<file path="src/shared/ucs_pkg.sv">
// Shared constants and types for the serial control options block.
package ucs_pkg;

   // APB register map (byte addresses).
   localparam int unsigned     ADDR_W        = 5;
   localparam logic [4:0]      OFS_CTRL_ONE  = 5'h00;
   localparam logic [4:0]      OFS_CTRL_TWO  = 5'h04;
   localparam logic [4:0]      OFS_BAUD_DIV  = 5'h08;
   localparam logic [4:0]      OFS_DATA      = 5'h0c;
   localparam logic [4:0]      OFS_STATUS    = 5'h10;
   localparam logic [4:0]      OFS_IRQ_CLR   = 5'h14;
   localparam logic [4:0]      OFS_IRQ_EN    = 5'h18;
   localparam logic [4:0]      OFS_MODE      = 5'h1c;

   // Field positions of serial_control_one.
   localparam int unsigned     C1_MASTER     = 7;
   localparam int unsigned     C1_LENGTH     = 6;
   localparam int unsigned     C1_STOPS      = 3;
   localparam int unsigned     C1_BREAK      = 2;
   localparam int unsigned     C1_RX_NINTH   = 1;
   localparam int unsigned     C1_TX_NINTH   = 0;

   // Field positions of serial_control_two.
   localparam int unsigned     C2_TX_EN      = 7;
   localparam int unsigned     C2_RX_EN      = 6;
   localparam int unsigned     C2_SPEED      = 5;
   localparam int unsigned     C2_ADDR_DET   = 4;
   localparam int unsigned     C2_WAKE       = 3;
   localparam int unsigned     C2_RX_IE      = 2;
   localparam int unsigned     C2_TIDLE_IE   = 1;
   localparam int unsigned     C2_TEMPTY_IE  = 0;

   // Mode register and status layout.
   localparam int unsigned     MODE_UART     = 0;
   localparam int unsigned     ST_W          = 3;
   localparam int unsigned     ST_RX         = 0;
   localparam int unsigned     ST_TIDLE      = 1;
   localparam int unsigned     ST_TEMPTY     = 2;
   localparam logic [2:0]      ST_RESET      = 3'h6;

   // Timing counts.
   localparam logic [3:0]      OVS_LAST      = 4'hf;
   localparam logic [3:0]      OVS_MID       = 4'h7;
   localparam logic [3:0]      BRK_MIN_BITS  = 4'hd;
   localparam logic [1:0]      LOW_SPEED_MUL = 2'h3;
   localparam logic [3:0]      LAST_BIT_NINE = 4'h8;
   localparam logic [3:0]      LAST_BIT_EIGHT = 4'h7;

   typedef enum logic [2:0] {TX_IDLE, TX_START, TX_DATA, TX_STOP, TX_BREAK} ucs_tx_state_t;
   typedef enum logic [1:0] {RX_IDLE, RX_START, RX_DATA, RX_STOP} ucs_rx_state_t;

endpackage : ucs_pkg

</file>
<file path="src/shared/ucs_ser_if.sv">
// Signals shared by the control core, the baud generator and the receiver.
`timescale 1ns/1ps
interface ucs_ser_if;
   logic       run;
   logic       speed;
   logic [7:0] divisor;
   logic       tick;
   logic       rx_en;
   logic       nine;
   logic       word_vld;
   logic [8:0] word;

   modport core (output run, output speed, output divisor, input tick, output rx_en, output nine,
                 input word_vld, input word);
   modport baud (input run, input speed, input divisor, output tick);
   modport rx   (input tick, input rx_en, input nine, output word_vld, output word);
endinterface : ucs_ser_if

</file>
<file path="src/core/ucs_uart_ctrl.sv">
// Control options of the asynchronous serial unit with APB registers, transmitter and filtering.
//
// Operation
// - Stop-count bit 1 sends two stop bits, 0 sends one.
// - Break bit sends buffered data, then holds TX low 13+ bit times.
// - Nine-bit format stores the ninth received bit in a read-only bit.
// - Nine-bit format transmits the last written ninth bit; ignored in eight-bit.
// - Transmitter enable low aborts transmission, resets buffers, floats TX.
// - TX is driven only when transmitter, mode and master enables are set.
// - Receiver enable low aborts reception and resets the receiver.
// - Receiver runs only when receiver, mode and master enables are set.
// - Speed bit selects high speed when 1, low speed when 0.
// - Address bit is data bit 7, or the ninth bit in nine-bit format.
// - Address words raise the receive interrupt when it is enabled.
// - With address detection, words with address bit 0 are discarded silently.
// - Bit rate is clock over 64*(N+1) low speed, 16*(N+1) high.
// - Master enable off empties buffers, resets counter, flags and enables; of the enables the code clears only the transmitter and receiver enables.
// - Data-length bit selects nine data bits when 1, eight when 0.
//
// Local design decisions: the APB interface to the registers and the register addresses.
`timescale 1ns/1ps
module ucs_uart_ctrl
(
   // Clock and reset.
   input  wire logic        i_clk_sys,
   input  wire logic        i_rst_n,
   // APB slave.
   input  wire logic        i_psel,
   input  wire logic        i_penable,
   input  wire logic        i_pwrite,
   input  wire logic [4:0]  i_paddr,
   input  wire logic [31:0] i_pwdata,
   output logic [31:0]      o_prdata,
   output logic             o_pready,
   output logic             o_pslverr,
   // Serial pins.
   input  wire logic        i_rx,
   output logic             o_tx,
   output logic             o_tx_oe,
   // Interrupt.
   output logic             o_irq
);
   ucs_ser_if ser ();

   logic        master_r, nine_r, stops_r, brk_r, rx_ninth_r, tx_ninth_r, mode_r;
   logic        txen_r, rxen_r, speed_r, addr_r, wake_r, rie_r, tiie_r, teie_r;
   logic [7:0]  div_r;
   logic [7:0]  rx_data_r;
   logic [2:0]  status_r;
   logic [2:0]  irq_en_r;
   logic [2:0]  events;
   logic [31:0] rd_nxt;
   logic        acc, wr_go, hit, tx_on, rx_on, data_wr, bit_end, addr_bit, rx_take;

   ucs_pkg::ucs_tx_state_t state_r;
   logic [8:0]  buf_r;
   logic        buf_full_r;
   logic [8:0]  shift_r;
   logic [3:0]  bit_r;
   logic [3:0]  ovs_r;
   logic [3:0]  brk_cnt_r;
   logic        evt_empty_r, evt_idle_r;

   ucs_baud u_baud
   (
      .i_clk_sys (i_clk_sys),
      .i_rst_n   (i_rst_n),
      .bus       (ser.baud)
   );

   ucs_rx u_rx
   (
      .i_clk_sys (i_clk_sys),
      .i_rst_n   (i_rst_n),
      .i_rx      (i_rx),
      .bus       (ser.rx)
   );

   assign tx_on       = txen_r && mode_r && master_r;
   assign rx_on       = rxen_r && mode_r && master_r;
   assign ser.run     = master_r && mode_r;
   assign ser.speed   = speed_r;
   assign ser.divisor = div_r;
   assign ser.rx_en   = rx_on;
   assign ser.nine    = nine_r;

   // The access phase always lasts two cycles so read data comes from a flip-flop.
   assign acc     = i_psel && i_penable;
   assign wr_go   = acc && o_pready && i_pwrite;
   assign data_wr = wr_go && i_paddr == ucs_pkg::OFS_DATA;

   always_comb
   begin
      rd_nxt = 32'h0000_0000;
      hit    = 1'b1;
      case (i_paddr)
         ucs_pkg::OFS_CTRL_ONE: rd_nxt[7:0] = {master_r, nine_r, 2'h0, stops_r, brk_r, rx_ninth_r, 1'b0};
         ucs_pkg::OFS_CTRL_TWO: rd_nxt[7:0] = {txen_r, rxen_r, speed_r, addr_r, wake_r, rie_r, tiie_r, teie_r};
         ucs_pkg::OFS_BAUD_DIV: rd_nxt[7:0] = div_r;
         ucs_pkg::OFS_DATA:     rd_nxt[7:0] = rx_data_r;
         ucs_pkg::OFS_STATUS:   rd_nxt[2:0] = status_r;
         ucs_pkg::OFS_IRQ_CLR:  rd_nxt      = 32'h0000_0000;
         ucs_pkg::OFS_IRQ_EN:   rd_nxt[2:0] = irq_en_r;
         ucs_pkg::OFS_MODE:     rd_nxt[0]   = mode_r;
         default:               hit         = 1'b0;
      endcase
   end

   always_ff @(posedge i_clk_sys or negedge i_rst_n)
   begin
      if (!i_rst_n)
      begin
         o_pready  <= 1'b0;
         o_prdata  <= 32'h0000_0000;
         o_pslverr <= 1'b0;
      end
      else
      begin
         o_pready  <= acc && !o_pready;
         o_pslverr <= acc && !o_pready && !hit;
         if (acc && !o_pready && !i_pwrite)
            o_prdata <= rd_nxt;
      end
   end

   // Control registers; a cleared master enable also drops the transmitter and receiver enables and the break.
   always_ff @(posedge i_clk_sys or negedge i_rst_n)
   begin
      if (!i_rst_n)
      begin
         {master_r, nine_r, stops_r, brk_r, tx_ninth_r, mode_r} <= 6'h00;
         {txen_r, rxen_r, speed_r, addr_r, wake_r, rie_r, tiie_r, teie_r} <= 8'h00;
         div_r    <= 8'h00;
         irq_en_r <= 3'h0;
      end
      else
      begin
         if (wr_go)
         begin
            case (i_paddr)
               ucs_pkg::OFS_CTRL_ONE:
               begin
                  master_r   <= i_pwdata[ucs_pkg::C1_MASTER];
                  nine_r     <= i_pwdata[ucs_pkg::C1_LENGTH];
                  stops_r    <= i_pwdata[ucs_pkg::C1_STOPS];
                  brk_r      <= i_pwdata[ucs_pkg::C1_BREAK];
                  tx_ninth_r <= i_pwdata[ucs_pkg::C1_TX_NINTH];
               end
               ucs_pkg::OFS_CTRL_TWO:
                  {txen_r, rxen_r, speed_r, addr_r, wake_r, rie_r, tiie_r, teie_r} <= i_pwdata[7:0];
               ucs_pkg::OFS_BAUD_DIV: div_r    <= i_pwdata[7:0];
               ucs_pkg::OFS_IRQ_EN:   irq_en_r <= i_pwdata[2:0];
               ucs_pkg::OFS_MODE:     mode_r   <= i_pwdata[ucs_pkg::MODE_UART];
               default:               ;
            endcase
         end
         if (!master_r)
         begin
            txen_r <= 1'b0;
            rxen_r <= 1'b0;
            brk_r  <= 1'b0;
         end
      end
   end

   // Received words, with address filtering.
   assign addr_bit = nine_r ? ser.word[8] : ser.word[7];
   assign rx_take  = ser.word_vld && rx_on && !(addr_r && !addr_bit);

   always_ff @(posedge i_clk_sys or negedge i_rst_n)
   begin
      if (!i_rst_n)
      begin
         rx_data_r  <= 8'h00;
         rx_ninth_r <= 1'b0;
      end
      else if (rx_take)
      begin
         rx_data_r <= ser.word[7:0];
         if (nine_r)
            rx_ninth_r <= ser.word[8];
      end
   end

   // Transmitter with a one-word buffer ahead of the shifter.
   assign bit_end = ser.tick && ovs_r == ucs_pkg::OVS_LAST;

   always_ff @(posedge i_clk_sys or negedge i_rst_n)
   begin
      if (!i_rst_n)
      begin
         state_r     <= ucs_pkg::TX_IDLE;
         buf_r       <= 9'h000;
         buf_full_r  <= 1'b0;
         shift_r     <= 9'h000;
         bit_r       <= 4'h0;
         ovs_r       <= 4'h0;
         brk_cnt_r   <= 4'h0;
         evt_empty_r <= 1'b0;
         evt_idle_r  <= 1'b0;
      end
      else if (!tx_on)
      begin
         state_r     <= ucs_pkg::TX_IDLE;
         buf_full_r  <= 1'b0;
         bit_r       <= 4'h0;
         ovs_r       <= 4'h0;
         brk_cnt_r   <= 4'h0;
         evt_empty_r <= 1'b0;
         evt_idle_r  <= 1'b0;
      end
      else
      begin
         evt_empty_r <= 1'b0;
         evt_idle_r  <= 1'b0;
         if (ser.tick)
            ovs_r <= ovs_r + 4'h1;
         if (data_wr && !buf_full_r)
         begin
            buf_r      <= {tx_ninth_r && nine_r, i_pwdata[7:0]};
            buf_full_r <= 1'b1;
         end
         case (state_r)
            ucs_pkg::TX_IDLE:
            begin
               ovs_r <= 4'h0;
               if (buf_full_r)
               begin
                  shift_r     <= buf_r;
                  buf_full_r  <= 1'b0;
                  evt_empty_r <= 1'b1;
                  state_r     <= ucs_pkg::TX_START;
               end
               else if (brk_r && !data_wr)
               begin
                  brk_cnt_r <= 4'h0;
                  state_r   <= ucs_pkg::TX_BREAK;
               end
            end
            ucs_pkg::TX_START:
               if (bit_end)
               begin
                  bit_r   <= 4'h0;
                  state_r <= ucs_pkg::TX_DATA;
               end
            ucs_pkg::TX_DATA:
               if (bit_end)
               begin
                  shift_r <= {1'b0, shift_r[8:1]};
                  bit_r   <= bit_r + 4'h1;
                  if (bit_r == (nine_r ? ucs_pkg::LAST_BIT_NINE : ucs_pkg::LAST_BIT_EIGHT))
                  begin
                     bit_r   <= 4'h0;
                     state_r <= ucs_pkg::TX_STOP;
                  end
               end
            ucs_pkg::TX_STOP:
               if (bit_end)
               begin
                  if (stops_r && bit_r == 4'h0)
                     bit_r <= 4'h1;
                  else
                  begin
                     state_r    <= ucs_pkg::TX_IDLE;
                     evt_idle_r <= !buf_full_r && !data_wr;
                  end
               end
            ucs_pkg::TX_BREAK:
            begin
               if (bit_end && brk_cnt_r != ucs_pkg::BRK_MIN_BITS)
                  brk_cnt_r <= brk_cnt_r + 4'h1;
               if (!brk_r && brk_cnt_r == ucs_pkg::BRK_MIN_BITS)
                  state_r <= ucs_pkg::TX_IDLE;
            end
            default:
               state_r <= ucs_pkg::TX_IDLE;
         endcase
      end
   end

   always_ff @(posedge i_clk_sys or negedge i_rst_n)
   begin
      if (!i_rst_n)
      begin
         o_tx    <= 1'b1;
         o_tx_oe <= 1'b0;
      end
      else
      begin
         o_tx_oe <= tx_on;
         case (state_r)
            ucs_pkg::TX_START: o_tx <= 1'b0;
            ucs_pkg::TX_DATA:  o_tx <= shift_r[0];
            ucs_pkg::TX_BREAK: o_tx <= 1'b0;
            default:           o_tx <= 1'b1;
         endcase
      end
   end

   // Sticky status: an event in the clear cycle wins over the clear.
   assign events = {evt_empty_r, evt_idle_r, rx_take};

   always_ff @(posedge i_clk_sys or negedge i_rst_n)
   begin
      if (!i_rst_n)
         status_r <= ucs_pkg::ST_RESET;
      else if (!master_r)
         status_r <= ucs_pkg::ST_RESET;
      else if (wr_go && i_paddr == ucs_pkg::OFS_IRQ_CLR)
         status_r <= (status_r & ~i_pwdata[2:0]) | events;
      else
         status_r <= status_r | events;
   end

   always_ff @(posedge i_clk_sys or negedge i_rst_n)
   begin
      if (!i_rst_n)
         o_irq <= 1'b0;
      else
         o_irq <= |(status_r & irq_en_r & {teie_r, tiie_r, rie_r});
   end
endmodule : ucs_uart_ctrl

</file>
<file path="src/core/ucs_baud.sv">
// Baud generator producing a tick at sixteen times the bit rate.
`timescale 1ns/1ps
module ucs_baud
(
   // Clock and reset.
   input  wire logic i_clk_sys,
   input  wire logic i_rst_n,
   // Control and tick.
   ucs_ser_if.baud   bus
);
   logic [9:0] cnt_r;
   logic [9:0] reload;

   // Low speed runs four prescale steps per tick, so a bit lasts 64*(N+1) clocks, else 16*(N+1).
   always_comb
   begin
      if (bus.speed)
         reload = {2'h0, bus.divisor};
      else
         reload = {bus.divisor, ucs_pkg::LOW_SPEED_MUL};
   end

   always_ff @(posedge i_clk_sys or negedge i_rst_n)
   begin
      if (!i_rst_n)
      begin
         cnt_r    <= 10'h000;
         bus.tick <= 1'b0;
      end
      else if (!bus.run)
      begin
         cnt_r    <= 10'h000;
         bus.tick <= 1'b0;
      end
      else if (cnt_r == 10'h000)
      begin
         cnt_r    <= reload;
         bus.tick <= 1'b1;
      end
      else
      begin
         cnt_r    <= cnt_r - 10'h001;
         bus.tick <= 1'b0;
      end
   end
endmodule : ucs_baud

</file>
<file path="src/core/ucs_rx.sv">
// Receiver: samples the line at sixteen times the bit rate and assembles words.
`timescale 1ns/1ps
module ucs_rx
(
   // Clock and reset.
   input  wire logic i_clk_sys,
   input  wire logic i_rst_n,
   // Serial input pin.
   input  wire logic i_rx,
   // Link to the control core.
   ucs_ser_if.rx     bus
);
   logic                  sync1_r;
   logic                  sync2_r;
   ucs_pkg::ucs_rx_state_t state_r;
   logic [3:0]            ovs_r;
   logic [3:0]            bit_r;
   logic [8:0]            word_r;

   always_ff @(posedge i_clk_sys or negedge i_rst_n)
   begin
      if (!i_rst_n)
      begin
         sync1_r <= 1'b1;
         sync2_r <= 1'b1;
      end
      else
      begin
         sync1_r <= i_rx;
         sync2_r <= sync1_r;
      end
   end

   assign bus.word = word_r;

   always_ff @(posedge i_clk_sys or negedge i_rst_n)
   begin
      if (!i_rst_n)
      begin
         state_r      <= ucs_pkg::RX_IDLE;
         ovs_r        <= 4'h0;
         bit_r        <= 4'h0;
         word_r       <= 9'h000;
         bus.word_vld <= 1'b0;
      end
      else if (!bus.rx_en)
      begin
         state_r      <= ucs_pkg::RX_IDLE;
         ovs_r        <= 4'h0;
         bit_r        <= 4'h0;
         bus.word_vld <= 1'b0;
      end
      else
      begin
         bus.word_vld <= 1'b0;
         if (bus.tick)
            ovs_r <= ovs_r + 4'h1;
         case (state_r)
            ucs_pkg::RX_IDLE:
            begin
               ovs_r <= 4'h0;
               if (!sync2_r)
               begin
                  state_r <= ucs_pkg::RX_START;
                  word_r  <= 9'h000;
               end
            end
            ucs_pkg::RX_START:
               if (bus.tick && ovs_r == ucs_pkg::OVS_MID)
               begin
                  ovs_r   <= 4'h0;
                  bit_r   <= 4'h0;
                  state_r <= sync2_r ? ucs_pkg::RX_IDLE : ucs_pkg::RX_DATA;
               end
            ucs_pkg::RX_DATA:
               if (bus.tick && ovs_r == ucs_pkg::OVS_LAST)
               begin
                  word_r[bit_r] <= sync2_r;
                  bit_r         <= bit_r + 4'h1;
                  if (bit_r == (bus.nine ? ucs_pkg::LAST_BIT_NINE : ucs_pkg::LAST_BIT_EIGHT))
                     state_r <= ucs_pkg::RX_STOP;
               end
            ucs_pkg::RX_STOP:
               if (bus.tick && ovs_r == ucs_pkg::OVS_LAST)
               begin
                  bus.word_vld <= sync2_r;
                  state_r      <= ucs_pkg::RX_IDLE;
               end
            default:
               state_r <= ucs_pkg::RX_IDLE;
         endcase
      end
   end
endmodule : ucs_rx

</file>
<file path="config.mk">
export PLATFORM = sky130hd
export DESIGN_NAME = ucs_uart_ctrl
export DESIGN_NICKNAME = d
export VERILOG_FILES = /design/src/shared/ucs_pkg.sv /design/src/shared/ucs_ser_if.sv /design/src/core/ucs_uart_ctrl.sv /design/src/core/ucs_baud.sv /design/src/core/ucs_rx.sv
export SDC_FILE = /design/constraint.sdc
export NUM_CORES = 1
export LEC_CHECK = 0
export BUFFER_PORTS_ARGS = -buffer_cell sky130_fd_sc_hd__buf_2
export CORE_MARGIN = 2
export CORE_UTILIZATION = 45
export DETAILED_ROUTE_END_ITERATION = 16
export PLACE_DENSITY_LB_ADDON = 0.12
export SYNTH_ARGS = -nofsm -noshare
export SYNTH_HDL_FRONTEND = slang
export SYNTH_SLANG_ARGS = --single-unit
</file>
<file path="constraint.sdc">
create_clock -name i_clk_sys -period 3.5 [get_ports i_clk_sys]
set_clock_uncertainty 0.1 [all_clocks]
set_input_delay 0.175 -clock i_clk_sys [delete_from_list [all_inputs] [get_ports i_clk_sys]]
set_output_delay 0.175 -clock i_clk_sys [all_outputs]
set_load 0.05 [all_outputs]
</file>
[Word-level counts from Yosys, hierarchy flattened]
Index checks and enable logic that the tools add are counted.
Storage, ports and cells
  register bits: 119
  latch bits: 0
  RAM bits: 0
  memory bits (read-only): 0
  input port bits: 43
  word-level logic and storage cells: 253
  memories kept: 0
Cells by class
  add/sub/neg operators: 6
  $mul: 0
  div/mod/pow operators: 0
  $lt $le $gt $ge: 2
  eq/ne operators: 48
  shifts and indexed selects: 0
  muxes and demuxes: 87
  bitwise gates (word level): 6
  reductions and logical operators: 61
Operators by type and width (count)
  4-bit two-way mux: 20
  9-bit two-way mux: 4
  9-bit one-hot mux with 2 select lines: 2
  3-bit two-way mux: 11
  3-bit != test, second input constant: 11
  10-bit two-way mux: 3
  1-bit two-way mux: 28
  1-bit logical AND: 27
  4-bit one-hot mux with 2 select lines: 3
  4-bit by 1-bit adder with 4-bit output, second input constant: 5
  5-bit == test, second input constant: 4
  5-bit one-hot mux with 4 select lines: 1
  2-bit AND reduction: 9
  3-bit one-hot mux with 5 select lines: 1
  2-bit two-way mux: 7
  4-bit == test, second input constant: 3
  3-bit by 2-bit != test with 1-bit output, second input constant: 4
  2-bit one-hot mux with 6 select lines: 1
  4-bit one-hot mux with 3 select lines: 1
  4-bit AND reduction: 3
  5-bit by 4-bit == test with 1-bit output, second input constant: 2
  10-bit zero test: 1
  5-bit AND reduction: 2
  10-bit by 1-bit subtractor with 10-bit output, second input constant: 1
  other kinds (34): 56

[Depth between registers and ports, before layout]
Gate-level depths: netlist of the first run.
  depth in word-level cells: 10
  gate-level depth with buffers: 8
  gate-level depth less buffers: 6

[Hierarchy]
Synthesis of the first run repeated with hierarchy kept, for this count alone.
Second synthesis, totals
  cells, all modules: 578
  area total of the unflattened synthesis: 6277.3 um2
By module, submodules not included
  ucs_uart_ctrl: instances 1, cells each 378, area each 4379.2 um2, sequential area each 2155.8 um2
  ucs_rx: instances 1, cells each 130, area each 1236.2 um2, sequential area each 553.0 um2
  ucs_baud: instances 1, cells each 70, area each 661.9 um2, sequential area each 275.3 um2

[Worst setup path before layout of the first run]
Ideal clock, no wire load.
  path type: register to register
  start: register u_baud.cnt_r[0]
  end: register u_baud.cnt_r[5]
  setup time: 0.138 ns
  arrival time: 1.935 ns
  setup slack: 1.327 ns
  cell stages (with the launch flop): 9
  buffers on the path: 2
  cells stage by stage: dfrtp_1 inv_1 ha_1 or4b_1 buf_2 or3_4 buf_6 a211oi_2 a211oi_1
Between the ends
  longest elaborated chain between the ends: 3
Ends and longest elaborated chain
  start, declared: RTL line ucs_baud.sv:11  | logic [9:0] cnt_r;
  start signal, assigned: RTL line ucs_baud.sv:37  | cnt_r <= reload;
  start signal, assigned: RTL line ucs_baud.sv:42  | cnt_r <= cnt_r - 10'h001;
  10-bit by 1-bit subtractor with 10-bit output / 10-bit zero test (equally long branches): RTL line ucs_baud.sv:42, ucs_baud.sv:35
  10-bit two-way mux *: RTL line ucs_baud.sv:35  | else if (cnt_r == 10'h000)
  10-bit two-way mux *: RTL line ucs_baud.sv:30  | else if (!bus.run)
Mark *: on every way between the ends. The rest lies on a longest branch, timed or not.
A chain may end at the register's enable or synchronous reset.

[Final worst setup path of the first run]
  start: register u_baud.bus.tick
  end: register u_rx.word_r[0] (netlist: u_rx.bus.word[0])
Between the ends
  longest elaborated chain between the ends: 3
Ends and longest elaborated chain
  start, declared: RTL line ucs_ser_if.sv:15  | modport baud (input run, input speed, input divisor, output tick);
  start signal, assigned: RTL line ucs_baud.sv:28  | bus.tick <= 1'b0;
  start signal, assigned: RTL line ucs_baud.sv:33  | bus.tick <= 1'b0;
  start signal, assigned: RTL line ucs_baud.sv:38  | bus.tick <= 1'b1;
  1-bit logical AND: RTL line ucs_rx.sv:76  | if (bus.tick && ovs_r == ucs_pkg::OVS_LAST)
  2-bit by 1-bit != test with 1-bit output (no line)
  4-bit AND reduction (no line)
  end signal, assigned by index: RTL line ucs_rx.sv:78  | word_r[bit_r] <= sync2_r;
  end, declared: RTL line ucs_rx.sv:18  | logic [8:0] word_r;
Every way passes these cells.

==> results.cfg, run 1 <==
[logic_synthesis]
netlist_instances = 577
avgSynthCellArea_sq_um = 10.7
syn_area_sq_mm = 0.00618
synth.distinct_cells = 73
yosys_warnings = 0
ys_seq_elements = 119
async_flop_share_pct = 100
synth_edf_count = 0
ys_seq_area_share_pct = 48.3
synth_ff_type = dfrtp_1

[detailed_routing]
wl_per_cell_microns = 17.1
firstDrtPassIters = 5
via_count = 4516
wirelength_microns = 13700
drc = 0
drtIter0Drc = 241
viasPerCell = 5.63
postRouteAntennaNets = 0

[clock_network]
root_buffer = clkbuf_16
cts.path.max_buffers = 2
cts_inserted_buffers = 17
clk_transition_reported_paths_ns = 0.05
ctsHtreeMaxLevel = 4
cts_tree = built
clock_latency_ns = 0.42
clock-sinks = 119

[sta]
hold_violations = 0
finalMaxSlewViolations = 0
timing.slew.headroom_pct = 36.0
fin_crit_sh_pct = 68.2
fin_setup_tns_ns = 0
rsz0062_at_grt = no
setup_violations = 0
worst_pin_slew_ns = 0.961
finalCriticalPeriod_ns = 2.39
fmax_ghz = 0.419

[min_path]
min_to = div_r[3]$_DFFE_PN0P_
hold_path_class = in -> reg
hold_depth = 2
hold_path.startpoint = i_pwdata[3]

[place]
dpl.cell_count = 762
dp_hpwl_microns = 9590
io_buffer_count = 31
gp_congestion = 0.830

[final_layout]
area_growth_pct = 14.6
finalNonFillerCells = 802
nNetsFinal = 668
drive_gt1_share_pct = 22.0
antenna_cells = 0

[floorplan]
fp.dieH_microns = 121
start_util_pct = 46.3
rows = 42
num_io_pins = 80
dieArea_sq_mm = 0.0147
core_area_sq_mm = 0.0133
die_x_microns = 121

[setup_path]
reg2reg_depth = 4
cp-end-kind = flip-flop
crit_chain = nand4_1, a2111oi_0, nand4_1, o21ai_0
ff2ff_setup_slack_ns = 1.11
reg2reg_to = u_rx.bus.word[0]$_DFFE_PN0P_
cp-start-kind = flip-flop
crit_buf_inv = 0
arrival_ns = 2.61
path_max_fanout = 13
critPathKind = reg -> reg
path_common_cell = nand4_1
r2r-start = u_baud.bus.tick$_DFF_PN0_
cp_slowest_cell = a2111oi_0
worstPathRequired_ns = 3.73
cpPeakStageDelay_ns = 0.71
cpLargestDelayFamily = compound AO/OA/AOI/OAI gates

[power_and_ir_drop]
ir_drop_v = 0.000324
leakagePower_nw = 3.21
p_per_area_mw_per_mm2 = 487

[grt]
use_met3_pct = 4.65
antenna_found_initial = 0
grtUsageTotal_pct = 20.2
grt_max_degree = 75
globalRoute.busiestLayer = met2
use_met1_pct = 27.4
use_met2_pct = 32.0
grt_pass1_vias = 4364
grt-ovfl-total = 0
grt_pass1_wl_microns = 23000

[flow_run]
max-cap-violations = 0

[run_status]
outcome = completed
state kept, by name, summed over array words and instances, names as in the netlist, 4 cells and up:
signal,flops
u_baud.cnt_r,10
bit_r,4
o_prdata,8
brk_cnt_r,4
rx_data_r,8
u_rx.bus.word,9
shift_r,9
div_r,8
buf_r,9
ovs_r,4
u_rx.ovs_r,4
u_rx.bit_r,4
cell families after synthesis:
logic type	share of synthesized area, %
muxes	12.0
AOI/OAI and AO/OA	12.5
other	0.0607
buffers and inverters	5.91
xor gates and xnor gates	1.70
and+or+nand+nor	17.3
DFF	48.3
adders and majority gates	2.23
what timing repair did:
| action | in CTS | in global routing |
|---|---|---|
| hold endpoints to repair | 88 | 0 |
| hold buffers | 9 | 0 |
| resized for setup | 0 | 0 |
| setup buffers | 0 | 0 |
| endpoints found under the setup margin | 0 | 0 |
metrics by stage:
step / instance area, sq um / hold slack [ns] / util (%) / worst slack (ns) / power [mW]
detailed placement: 6390 / 0.186 / 47.9 / 1.09 / 1.68
CTS: 7090 / 0.00109 / 53.1 / 1.11 / 3.49
global route: 7090 / 0.0122 / 53.1 / 0.851 / 3.57
finish: 7090 / 0.00876 / 53.1 / 1.11 / 3.45
global placement: 6390 / 0.183 / 47.9 / 1.19 / 1.67
floorplan: 6270 / -0.221 / - / 1.33 / 1.62
worst register-to-register path: stages, from the launching register on:
cell       delay [ns]
dfrtp_1          0.64
nand4_1          0.34
a2111oi_0        0.71
nand4_1          0.30
o21ai_0          0.22
metal layers:
layer,up-vias,part of all wire (%)
met4,0,1.8
met3,18,4.2
li1,2140,-
met5,-,0
met1,2239,47
met2,119,47
cell type report:
class                      count  area, sq um
multi-input combinational    412         2920
inverter                      21         78.8
fill                        1201         6260
sequential                   119         2980
tap                          176          220
clock inverter                11          155
clock buffer                  20          447
timing repair buffer          43          283
cell usage in the layout (no fill, tap or decap), types with 3 or more instances in the layout:
cell type      netlist  layout
dfrtp_1            114     114
mux2_2              54      54
o21ai_0             37      37
nand2_1             35      35
nor2_1              30      30
buf_2                3      30
nand3_1             29      29
conb_1               1      24
inv_1               21      21
clkbuf_16            0      17
a21oi_1             16      16
nand4_1             15      15
nor2b_1             12      12
mux2i_1             11      11
ha_1                11      11
nor3_1               9       9
dlygate4sd3_1        0       9
xnor2_1              8       8
a211oi_1             8       8
nand2b_1             7       7
nand3b_1             7       7
clkinv_2             0       7
a31oi_1              6       6
nor4_1               5       5
nor3b_1              5       5
dfstp_2              5       5
and3_1               4       4
xor2_1               4       4
a22oi_1              4       4
a22o_1               4       4
bufinv_16            0       4
a221oi_1             3       3
a311oi_1             3       3
and4_1               3       3
nor4b_1              3       3
a211o_1              3       3
a21o_1               3       3
buf_4               25       3
synth_stat cells (12+ instances only):
master,count,share of area (%)
inv_1,21,1.3
mux2_2,54,9.8
a21oi_1,16,1.3
buf_4,25,3.0
nor2_1,30,1.8
nand4_1,15,1.5
nand2_1,35,2.1
dfrtp_1,114,46
clkbuf_1,15,0.91
nor2b_1,12,1.2
nand3_1,29,2.3
o21ai_0,37,3.0
where the power goes:
part           switching [mW]  internal (mW)
registers              0.0238           1.40
logic                   0.176         0.0580
clock network           0.598           1.19
total                   0.797           2.66
worst max path at each step:
| stage | cells past startpoint | slack, ns | endpoint | from |
|---|---|---|---|---|
| floorplan | 8 | 1.33 | u_baud.cnt_r[5]$_DFF_PN0_ | u_baud.cnt_r[0]$_DFF_PN0_ |
| global placement | 6 | 1.19 | u_baud.cnt_r[3]$_DFF_PN0_ | u_baud.cnt_r[0]$_DFF_PN0_ |
| detailed placement | 4 | 1.09 | u_rx.bus.word[1]$_DFFE_PN0P_ | u_baud.bus.tick$_DFF_PN0_ |
| CTS | 4 | 1.11 | u_rx.bus.word[1]$_DFFE_PN0P_ | u_baud.bus.tick$_DFF_PN0_ |
| global route | 4 | 0.85 | u_rx.bus.word[6]$_DFFE_PN0P_ | u_baud.bus.tick$_DFF_PN0_ |
| finish | 4 | 1.11 | u_rx.bus.word[0]$_DFFE_PN0P_ | u_baud.bus.tick$_DFF_PN0_ |
Power figures use the tool's default switching activity.
==> inputs of run 2 (changes only) <==
Clock period 3.5 ns to 2.47 ns, I/O delays scaled along.
==> results.cfg, run 2 (synthesis gave the netlist of run 1 again) <==
[final_layout]
fillCellCount = 1188
largest_reg_flops = 10
drive_gt1_share_pct = 23.4
final_cell_mix = 114 x dfrtp_1, 54 x mux2_2, 37 x o21ai_0
final_common_cell = dfrtp_1
nNetsFinal = 684
finalCoreUtilization_pct = 54.2
regMostFlops = u_baud.cnt_r
design_area_sq_mm = 0.00724
antenna_cells = 0
finalNonFillerCells = 818
area_growth_pct = 17.1

[floorplan]
start_util_pct = 46.3
die_x_microns = 121
num_io_pins = 80
core_area_sq_mm = 0.0133
fp.dieH_microns = 121
dieArea_sq_mm = 0.0147
rows = 42

[grt]
globalRoute.busiestLayer = met2
grt-ovfl-total = 0
use_met1_pct = 28.0
grt_pass1_wl_microns = 23400
grt_pass1_vias = 4545
use_met2_pct = 31.3
use_met3_pct = 5.26
grtUsageTotal_pct = 20.5
grt_max_degree = 120
antenna_found_initial = 0

[min_path]
hold_path_class = in -> reg

[sta]
fin_setup_tns_ns = 0
setup_violations = 0
timing.slew.headroom_pct = 52.7
finalMaxSlewViolations = 0
worst_pin_slew_ns = 0.691
finalCriticalPeriod_ns = 2.22
rsz0062_at_grt = no
hold_violations = 0
fin_crit_sh_pct = 89.9
fmax_ghz = 0.450

[power_and_ir_drop]
p_per_area_mw_per_mm2 = 685
p_clk_share_pct = 52.3
total_power_mw = 4.96
pwr-share-seq_pct = 40.8
ir_drop_v = 0.000424
p_switching_mw = 1.12
combPwrFrac_pct = 6.9
p_sw_share_pct = 22.6
intPower_mw = 3.84
leakagePower_nw = 3.29

[place]
io_buffer_count = 31
dp_hpwl_microns = 9710
place_area_sq_mm = 0.00648
dpl.cell_count = 774
gp_congestion = 0.816

[clock_network]
ctsHtreeMaxLevel = 4
cts_resized = 0
cts_inserted_buffers = 17
cts_setup_buffers = 0
cts_hold_buf = 13
clk_transition_reported_paths_ns = 0.05
cts.path.max_buffers = 2
clock-sinks = 119
cts_tree = built
clock_latency_ns = 0.41
root_buffer = clkbuf_16

[run_status]
outcome = completed

[detailed_routing]
drtIter0Drc = 307
via_count = 4521
wl_per_cell_microns = 17.0
drc = 0
postRouteAntennaNets = 0
wirelength_microns = 13900
firstDrtPassIters = 4
viasPerCell = 5.53

[flow_run]
max-cap-violations = 0

[setup_path]
path_max_fanout = 8
cp-start-kind = flip-flop
arrival_ns = 2.45
cp-end-kind = flip-flop
critPathKind = reg -> reg
worstPathRequired_ns = 2.70
==> run 2: cell count changes in the layout (fill, tap and decap cells not counted) <==
cell	before	now
buf_4	3	15
dlygate4sd3_1	9	13
clkinv_2	7	4
clkbuf_8	1	3
clkinvlp_4	0	1
==> run 2: worst max-delay path, cell delays in order (launching register included) <==
cell and delay (ns):
dfrtp_1 0.57, nand4_1 0.21, a2111oi_0 0.70, nand4_1 0.32, o21ai_0 0.23
==> run 2: final cells by class <==
cell class / count / area, sq um / area share [%]
clock buffer: 22 / 474 / 6.55
clock inverter: 9 / 148 / 2.04
inverter: 21 / 78.8 / 1.09
multi-input combinational: 412 / 2920 / 40.3
sequential: 119 / 2980 / 41.2
tap: 176 / 220 / 3.04
timing repair buffer: 59 / 413 / 5.71
==> run 2: metrics by stage <==
stage          worst slack (ns)  hold WS [ns]
6_report                  0.249        0.0388
5_1_grt                  0.0696        0.0526
4_1_cts                   0.273        0.0139
3_5_place_dp              0.304         0.134
3_3_place_gp              0.333         0.131
2_1_floorplan             0.297        -0.272
==> run 2: power by group through the flow <==
stage	sequential, mW	clock [mW]	combinational (mW)
floorplan	2.08	0	0.207
global route	2.03	2.74	0.370
detailed placement	2.06	0	0.326
finish	2.02	2.59	0.340
global placement	2.05	0	0.322
CTS	2.02	2.64	0.343
==> run 2: routing by layer <==
layer,wire [microns],up-vias
met1,6660,2228
met5,0,-
met2,6370,101
li1,-,2168
met4,306,0
met3,562,24
==> run 2: path summary, 6_finish.rpt <==
check | start | endpoint | slack [ns] | cells past startpoint
worst max-delay path | u_baud.bus.tick$_DFF_PN0_ | u_rx.bus.word[2]$_DFFE_PN0P_ | 0.25 | 4
worst min-delay path | i_paddr[1] | o_pslverr$_DFF_PN0_ | 0.04 | 3
worst max register to register | u_baud.bus.tick$_DFF_PN0_ | u_rx.bus.word[2]$_DFFE_PN0P_ | 0.25 | 4
worst min register to register | u_rx.sync1_r$_DFF_PN1_ | u_rx.sync2_r$_DFF_PN1_ | 0.25 | 0
max in group asynchronous | i_rst_n | status_r[0]$_DFF_PN0_ | 1.53 | 3
min in group asynchronous | i_rst_n | o_prdata[5]$_DFFE_PN0P_ | 0.23 | 3
==> inputs of run 3 (changes only) <==
Settings changed: CORE_UTILIZATION 45 to 30.
==> results.cfg, run 3 (synthesis gave the netlist of run 1 again) <==
[run_status]
outcome = completed

[clock_network]
clk_transition_reported_paths_ns = 0.05
ctsHtreeMaxLevel = 4
cts_tree = built
root_buffer = clkbuf_16
cts_inserted_buffers = 17
clock-sinks = 119
cts_setup_buffers = 0
clock_latency_ns = 0.41
cts.path.max_buffers = 2

[detailed_routing]
firstDrtPassIters = 4
postRouteAntennaNets = 0
viasPerCell = 4.91
via_count = 4512
wirelength_microns = 15100
wl_per_cell_microns = 16.4
drc = 0
drtIter0Drc = 273

[grt]
grt_pass1_wl_microns = 24800
grt-ovfl-total = 0
grt_max_degree = 52
antenna_found_initial = 0
grt_pass1_vias = 4563
grtUsageTotal_pct = 14.6

[power_and_ir_drop]
total_power_mw = 4.83
ir_drop_v = 0.000359
p_per_area_mw_per_mm2 = 655
leakagePower_nw = 3.30

[floorplan]
core_area_sq_mm = 0.0202
fp.dieH_microns = 148
dieArea_sq_mm = 0.0218
rows = 52
start_util_pct = 30.6
num_io_pins = 80
die_x_microns = 148

[setup_path]
reg2reg_to = bit_r[2]$_DFFE_PN0P_
arrival_ns = 2.43
critPathKind = reg -> reg
ff2ff_setup_slack_ns = 0.26
path_max_fanout = 7
cp-start-kind = flip-flop
reg2reg_depth = 6
cp-end-kind = flip-flop
crit_end = bit_r[2]$_DFFE_PN0P_
r2r-start = bit_r[0]$_DFFE_PN0P_
crit_start = bit_r[0]$_DFFE_PN0P_
worstPathRequired_ns = 2.70

[place]
io_buffer_count = 31
gp_congestion = 0.820
dp_hpwl_microns = 11000

[sta]
rsz0062_at_grt = no
worst_pin_slew_ns = 0.687
hold_violations = 0
fin_crit_sh_pct = 89.3
fmax_ghz = 0.453
finalCriticalPeriod_ns = 2.21
whs_ns = 0.0124
finalMaxSlewViolations = 0
setup_violations = 0
timing.slew.headroom_pct = 54.2
fin_setup_tns_ns = 0

[min_path]
hold_path_class = in -> reg

[final_layout]
largest_reg_flops = 10
regMostFlops = u_baud.cnt_r
nNetsFinal = 690
antenna_cells = 0
drive_gt1_share_pct = 24.2
final_common_cell = dfrtp_1
final_cell_mix = 114 x dfrtp_1, 54 x mux2_2, 37 x o21ai_0
area_growth_pct = 19.3

[flow_run]
max-cap-violations = 0
## run 3: changes by cell type in the layout (fill, tap and decap cells not counted)
| cell | delta |
|---|---|
| clkbuf_8 | +2 |
| bufinv_16 | -2 |
| buf_4 | +6 |
| clkinvlp_4 | +1 |
## run 3: worst max-delay path, stage by stage (launching register included)
cell and delay, ns:
dfrtp_1 0.44, inv_1 0.10, ha_1 0.13, or4bb_1 0.50, a2111oi_4 0.50, nand4b_1 0.15, a31oi_1 0.20
## run 3: metal layers
layer / part of all wire, % / global-route usage [%] / vias up / wire [microns]
met2: 47 / 23.0 / 75 / 7110
met5: 0 / 0 / - / 0
met1: 49 / 19.7 / 2236 / 7340
met4: 1.3 / 5.10 / 0 / 198
met3: 2.7 / 3.67 / 8 / 414
li1: - / - / 2193 / -
## run 3: worst min path at each step
stage	startpoint	slack [ns]	to	cells after the start
after CTS	i_pwdata[0]	0.008	teie_r$_DFFE_PN0P_	2
after detailed placement	i_rst_n	0.12	o_prdata[5]$_DFFE_PN0P_	1
after global routing	i_pwdata[0]	0.02	teie_r$_DFFE_PN0P_	2
after floorplan	i_rst_n	-0.27	addr_r$_DFFE_PN0P_	0
after global placement	i_rst_n	0.11	o_prdata[4]$_DFFE_PN0P_	1
final	i_pwdata[0]	0.01	teie_r$_DFFE_PN0P_	2
## run 3: area by class of cell
cell class	instances	area (sq um)
flip-flops and latches	119	2980
well taps	270	338
inverters	21	78.8
multi-input cells	412	2920
repair buffers	65	458
fillers	2061	12900
clock inverters	8	95.1
clock buffers	24	502
## run 3: repair_timing
item / CTS / global route
endpoints found under the hold margin: 77 / 0
hold buffers: 13 / 0
resized for setup: 0 / 0
## run 3: report_power, final
| part | internal, mW | switching, mW |
|---|---|---|
| clock | 1.61 | 0.848 |
| combinational | 0.0948 | 0.253 |
| sequential | 1.99 | 0.0337 |
| total | 3.70 | 1.13 |
## run 3: metrics by stage
step / utilization, % / area [sq um] / cells / setup WS, ns
6_report: 36.4 / 7370 / 919 / 0.265
5_1_grt: 36.4 / 7370 / 919 / 0.0565
4_1_cts: 36.4 / 7370 / 919 / 0.245
3_5_place_dp: 32.9 / 6650 / 874 / 0.268
3_3_place_gp: 32.9 / 6650 / 874 / 0.293
2_1_floorplan: - / 6270 / 600 / 0.297
